`src/core/dai_cfg.svh`:
```
// What this block does
// Channel B rotate latch mode bit 2 set: rising rotate latches, pulls interrupt low.
// Channel B rotate latch mode clear: status follows live rotate condition, no latch.
// Channel B window latch mode bit 1: latch rising event, else show live state.
// Channel B tripped latch mode bit 0: latch rising event, else show live state.
// The three channel B latch mode bits are read/write and reset to zero.
// Status bit 7 is calibration passed, live or latching per its mode bit.
// Status bit 6 is calibration failed, live or latching per its mode bit.
// Status bit 5 is converter PLL lock lost, live or latching, interrupts.
// Status bit 4 is converter PLL locked, live or latching, interrupts.
// Status bit 3 is serdes PLL lock lost, live or latching, interrupts.
// Status bit 2 is serdes PLL locked, live or latching, interrupts.
// Status bit 1 is lane FIFO error, live or latching per its mode bit.
// Lane FIFO error rises when any lane FIFO is full or empty.
// Lane FIFO error persists until the serial link is disabled and re-enabled.
// Per-lane FIFO full and empty flags read in two separate registers.
// A latched status bit stays set until the host writes one to it.
// Interrupt output returns high once no latch-mode status bit remains set.
// Rising edges compare each event with its value from the previous clock.
`ifndef DAI_CFG_SVH
`define DAI_CFG_SVH
`define DAI_ADDR_W          12
`define DAI_ADDR_MODE_MAIN  12'h020
`define DAI_ADDR_MODE_CHB   12'h022
`define DAI_ADDR_STAT_MAIN  12'h023
`define DAI_ADDR_STAT_CHB   12'h026
`define DAI_ADDR_FIFO_FULL  12'h30C
`define DAI_ADDR_FIFO_EMPTY 12'h30D
`define DAI_MAIN_LSB        1
`define DAI_MAIN_MSB        7
`define DAI_CHB_W           3
`define DAI_EV_W            10
`define DAI_RESET_BYTE      8'h00
`endif

```
`src/core/dai_pkg.sv`:
```
package dai_pkg;
  typedef struct packed {
    logic [7:0] addr_lo;
  } dai_unused_s;

  // Event vector order: [9:3] main status bits 7..1, [2:0] channel B 2..0.
  typedef struct packed {
    logic [7:0] mode_main;
    logic [2:0] mode_chb;
    logic [9:0] stat;
    logic [9:0] ev_prev;
    logic       fifo_err;
    logic [7:0] rdata;
    logic       irq_n;
  } dai_state_s;

  typedef struct packed {
    logic calibration_passed;
    logic calibration_failed;
    logic conv_pll_lock_lost;
    logic conv_pll_locked;
    logic serdes_pll_lock_lost;
    logic serdes_pll_locked;
    logic chb_align_rotated;
    logic chb_phase_out_of_window;
    logic chb_align_tripped;
  } dai_events_s;
endpackage
```
`src/core/dai_irq_status.sv`:
```
`timescale 1ns/1ns
`default_nettype none
`include "dai_cfg.svh"
module dai_irq_status #(
  parameter int LANES = 8
) (
  input  wire logic                      clk,
  input  wire logic                      rst,
  input  wire logic [`DAI_ADDR_W-1:0]    reg_addr,
  input  wire logic                      reg_wr,
  input  wire logic                      reg_rd,
  input  wire logic [7:0]                reg_wdata,
  output logic      [7:0]                reg_rdata,
  input  wire dai_pkg::dai_events_s      events,
  input  wire logic [LANES-1:0]          lane_fifo_full,
  input  wire logic [LANES-1:0]          lane_fifo_empty,
  input  wire logic                      serial_link_enable,
  output logic                           irq_n
);

  dai_pkg::dai_state_s s_q;
  dai_pkg::dai_state_s s_d;

  logic [`DAI_EV_W-1:0] live;
  logic [`DAI_EV_W-1:0] mode;
  logic [`DAI_EV_W-1:0] clr;
  logic [`DAI_EV_W-1:0] rise;
  logic                 fifo_any;
  logic                 wr_stat_main;
  logic                 wr_stat_chb;

  assign fifo_any = (|lane_fifo_full) | (|lane_fifo_empty);
  assign wr_stat_main = reg_wr && (reg_addr == `DAI_ADDR_STAT_MAIN);
  assign wr_stat_chb  = reg_wr && (reg_addr == `DAI_ADDR_STAT_CHB);

  always_comb begin
    live = {events.calibration_passed,
            events.calibration_failed,
            events.conv_pll_lock_lost,
            events.conv_pll_locked,
            events.serdes_pll_lock_lost,
            events.serdes_pll_locked,
            s_q.fifo_err,
            events.chb_align_rotated,
            events.chb_phase_out_of_window,
            events.chb_align_tripped};
    mode = {s_q.mode_main[`DAI_MAIN_MSB:`DAI_MAIN_LSB], s_q.mode_chb};
    clr = '0;
    if (wr_stat_main) begin
      clr[`DAI_EV_W-1:`DAI_CHB_W] =
        reg_wdata[`DAI_MAIN_MSB:`DAI_MAIN_LSB];
    end
    if (wr_stat_chb) begin
      clr[`DAI_CHB_W-1:0] = reg_wdata[`DAI_CHB_W-1:0];
    end
  end

  // Edge against the previous sample, so a held level latches once.
  assign rise = live & ~s_q.ev_prev;

  always_comb begin
    s_d = s_q;
    s_d.ev_prev = live;
    // Error sticks while the link is up; dropping the enable is the
    // only way out, so software must cycle the link to recover.
    s_d.fifo_err = serial_link_enable & (s_q.fifo_err | fifo_any);
    for (int i = 0; i < `DAI_EV_W; i++) begin
      if (mode[i]) begin
        // Set beats clear when both land on the same edge.
        s_d.stat[i] = (s_q.stat[i] & ~clr[i]) | rise[i];
      end else begin
        s_d.stat[i] = live[i];
      end
    end
    if (reg_wr) begin
      unique case (reg_addr)
        `DAI_ADDR_MODE_MAIN: begin
          s_d.mode_main = {reg_wdata[`DAI_MAIN_MSB:`DAI_MAIN_LSB], 1'b0};
        end
        `DAI_ADDR_MODE_CHB: begin
          s_d.mode_chb = reg_wdata[`DAI_CHB_W-1:0];
        end
        default: begin
        end
      endcase
    end
    s_d.irq_n = ~(|(s_d.stat & mode));
    s_d.rdata = `DAI_RESET_BYTE;
    if (reg_rd) begin
      unique case (reg_addr)
        `DAI_ADDR_MODE_MAIN: s_d.rdata = s_q.mode_main;
        `DAI_ADDR_MODE_CHB:  s_d.rdata = {5'h00, s_q.mode_chb};
        `DAI_ADDR_STAT_MAIN: begin
          s_d.rdata = {s_q.stat[`DAI_EV_W-1:`DAI_CHB_W], 1'b0};
        end
        `DAI_ADDR_STAT_CHB: begin
          s_d.rdata = {5'h00, s_q.stat[`DAI_CHB_W-1:0]};
        end
        `DAI_ADDR_FIFO_FULL:  s_d.rdata = 8'(lane_fifo_full);
        `DAI_ADDR_FIFO_EMPTY: s_d.rdata = 8'(lane_fifo_empty);
        default: s_d.rdata = `DAI_RESET_BYTE;
      endcase
    end
  end

  always_ff @(posedge clk) begin
    if (rst) begin
      s_q       <= '0;
      s_q.irq_n <= 1'b1;
    end else begin
      s_q <= s_d;
    end
  end

  assign reg_rdata = s_q.rdata;
  assign irq_n     = s_q.irq_n;
endmodule
`default_nettype wire

```
`config.mk`:
```
export PLATFORM = sky130hd
export DESIGN_NAME = dai_irq_status
export DESIGN_NICKNAME = d
export VERILOG_FILES = /design/src/core/dai_pkg.sv /design/src/core/dai_irq_status.sv
export VERILOG_INCLUDE_DIRS = /design/src /design/src/core
export SDC_FILE = /design/constraint.sdc
export NUM_CORES = 1
export LEC_CHECK = 0
export BUFFER_PORTS_ARGS = -buffer_cell sky130_fd_sc_hd__buf_2
export CORE_MARGIN = 2
export CORE_UTILIZATION = 35
export DETAILED_ROUTE_END_ITERATION = 16
export PLACE_DENSITY_LB_ADDON = 0.15
export SLEW_MARGIN = 30
export SYNTH_ARGS = -nofsm -noshare
export SYNTH_HDL_FRONTEND = slang
export SYNTH_SLANG_ARGS = --single-unit
```
`constraint.sdc`:
```
create_clock -name clk -period 4.6 [get_ports clk]
set_clock_uncertainty 0.05 [all_clocks]
set_input_delay 0.46 -clock clk [delete_from_list [all_inputs] [get_ports clk]]
set_output_delay 0.46 -clock clk [all_outputs]
set_load 0.01 [all_outputs]
```
==> metrics.txt <==
Post-Syn Area around 0.0021 sq mm; largest net degree at the start of global routing 36; grt met3 use 0.0367; final setup vio count 0; number of global-route vias before repair 1665; post-placement cell area around 0.0023 sq mm; antenna cells 0; DRC viols 0; global routing usage on met2 0.252; power per cell area 304 mW/mm^2; share of cells above drive strength 1 0.293; HP Class in2reg; sequential area share after synthesis 0.388; hold buffers post-CTS 0; GRT Util Overall 0.160; routability cong. 0.785; final hold violation count 0; routed wire length 5080 um; Post-CTS Resized 0; Hold Path Depth 2; Int Pwr 0.580 mW; Final #Nets 332; met1 Track Usage GR 0.215; switching power of the nets ~0.16 mW; first-pass GRT wire length between 7000 and 8000 um; fraction of registers with async set/reset 0; Synthesis Warnings 0; num rows 27; post-synth net total about 290; post-route ant nets 0; Port-buffer cells 58; f_max 0.402 GHz; period utilisation layout 0.541; GRT overflow 0; Leak 0.939 nW; Max-slew headroom 0.515; Startpoint Class input port; worst setup path class in2reg; initial antenna violation count 0; most frequent cells in the layout buf_2 (58), dfxtp_1 (40), nand2_1 (32), nor2b_1 (24), nor2_1 (21); initial DRC count 163; switching share of power 0.219; DR vias roughly 1900; wire length per cell 14.3 um; worst reg2reg setup slack 3.24 ns; CTS max path bufs 2; Area growth, synth to finish 18.3%; Max Cap Viol 0; Worst Tran Pin Value 0.722 ns; CP Max Fanout 13; die span in x 80.8 um; Post-Synthesis Cells 238; cell depth of the worst flop-to-flop path 5; CTS tree yes; total core area 0.00561 sq mm; Clock Latency Late Sink between 0.2 and 0.3 ns; Die Area 0.00653 sq mm; I/O pins around 60; Final Max Slew Viols 0; Cell variety after synth 39; busiest grt layer met2; Reg power frac 0.487; CTS buffer count 5; Post-CTS Setup Bufs 0; H-tree Lvls 2; # clock sinks 40; Logic pwr share 0.094; top_reg_cell synth dfxtp_1; root buffer cell clkbuf_8; Synth Area per Inst 8.67 sq um; endpoint arrival time on the critical path ~2.7 ns; EDFF count, synth 0; setup TNS 0 ns; crit end category flip-flop; peak supply drop 0.137 mV; DIE HEIGHT 80.8 um; clk slew on worst S/H paths 0.08 ns; commonest non-fill, non-tap cell in the layout buf_2; unrepaired setup endpoints after global routing false; Initial Util 0.368; Filler cells 601; hpwl dp around 3700 um; vias per std cell 5.29; drt pass-1 iters 4; CP Data Required Time about 4.8 ns; design area 0.00244 sq mm; status completed; clock period minus worst slack 2.49 ns; #FFs+latches synth 40; Clk network pwr share 0.418
-- power groups by stage --
stage          combinational, mW  sequential [mW]  clock [mW]
2_1_floorplan             0.0376            0.368           0
3_3_place_gp              0.0695            0.370           0
3_5_place_dp              0.0702            0.370           0
4_1_cts                   0.0705            0.362       0.321
5_1_grt                   0.0778            0.363       0.334
6_report                  0.0701            0.362       0.311
-- synth_stat cells (2+ instances only) --
master / count / area [sq um]
a32oi_1: 9 / 78.8
o21ai_0: 8 / 40.0
nor3_1: 2 / 10.0
dfxtp_1: 40 / 801
nor2_1: 21 / 78.8
buf_6: 2 / 22.5
clkbuf_1: 9 / 33.8
a21oi_1: 19 / 95.1
nor3b_1: 2 / 15.0
a222oi_1: 6 / 60.1
nand4b_1: 3 / 26.3
buf_4: 9 / 67.6
nor4_2: 2 / 25.0
nand2_1: 32 / 120
mux2_2: 10 / 113
nor2b_1: 24 / 150
mux2i_1: 3 / 30.0
nand3_1: 9 / 45.0
nor4_1: 6 / 37.5
nor4_4: 3 / 63.8
-- cells by family (layout without fill, tap and decap cells) --
logic type / Yosys count / after routing / synth area share
muxes: 13 / 13 / 0.0691
and+or+nand+nor: 113 / 113 / 0.315
AOI/OAI and AO/OA: 51 / 51 / 0.165
DFF: 40 / 40 / 0.388
buffers and inverters: 21 / 66 / 0.0624
-- critical path, cell delays in order --
cell	delay, ns
buf_2	0.10
or4b_1	0.71
nor4_4	0.68
a21oi_1	0.20
nor4_1	0.30
a41o_1	0.21
-- final cells by class --
type | instances | area, sq um | share of cell area
Clock buffer | 7 | 96.3 | 0.0394
Clock inverter | 1 | 30.0 | 0.0123
Multi-Input combinational cell | 177 | 1130 | 0.465
Sequential cell | 40 | 801 | 0.328
Tap cell | 72 | 90.1 | 0.0369
Timing Repair Buffer | 58 | 290 | 0.119
-- sequential cells by signal, summed over array words and instances, names as in the netlist --
signal / count
mode: 10
s_q: 20
live: 1
reg_rdata: 8
irq_n: 1
-- routing by layer --
layer | part of all wire | vias up | wire (um)
li1 | - | 946 | -
met1 | 0.49 | 865 | 2490
met2 | 0.44 | 62 | 2250
met3 | 0.057 | 5 | 289
met4 | 0.011 | 0 | 57
met5 | 0 | - | 0
-- stage by stage --
stage	std cells	hold WS [ns]	setup slack, ns	utilization	total power [mW]
3_5_place_dp	347	0.442	1.85	0.413	0.440
3_3_place_gp	347	0.442	1.91	0.413	0.440
5_1_grt	355	0.362	1.95	0.436	0.775
6_report	355	0.353	2.11	0.436	0.743
4_1_cts	355	0.347	2.15	0.436	0.754
2_1_floorplan	238	0.417	2.48	-	0.406
-- worst paths after layout --
path | from | to
worst max-delay path | reg_addr[3] | irq_n$_SDFF_PP1_
worst min-delay path | events[8] | s_q[19]$_SDFF_PP0_
worst max register to register | mode[2]$_SDFFE_PP0P_ | reg_rdata[2]$_SDFF_PP0_
worst min register to register | mode[8]$_SDFFE_PP0P_ | mode[8]$_SDFFE_PP0P_
No activity file was read; power rests on OpenSTA's default activity.
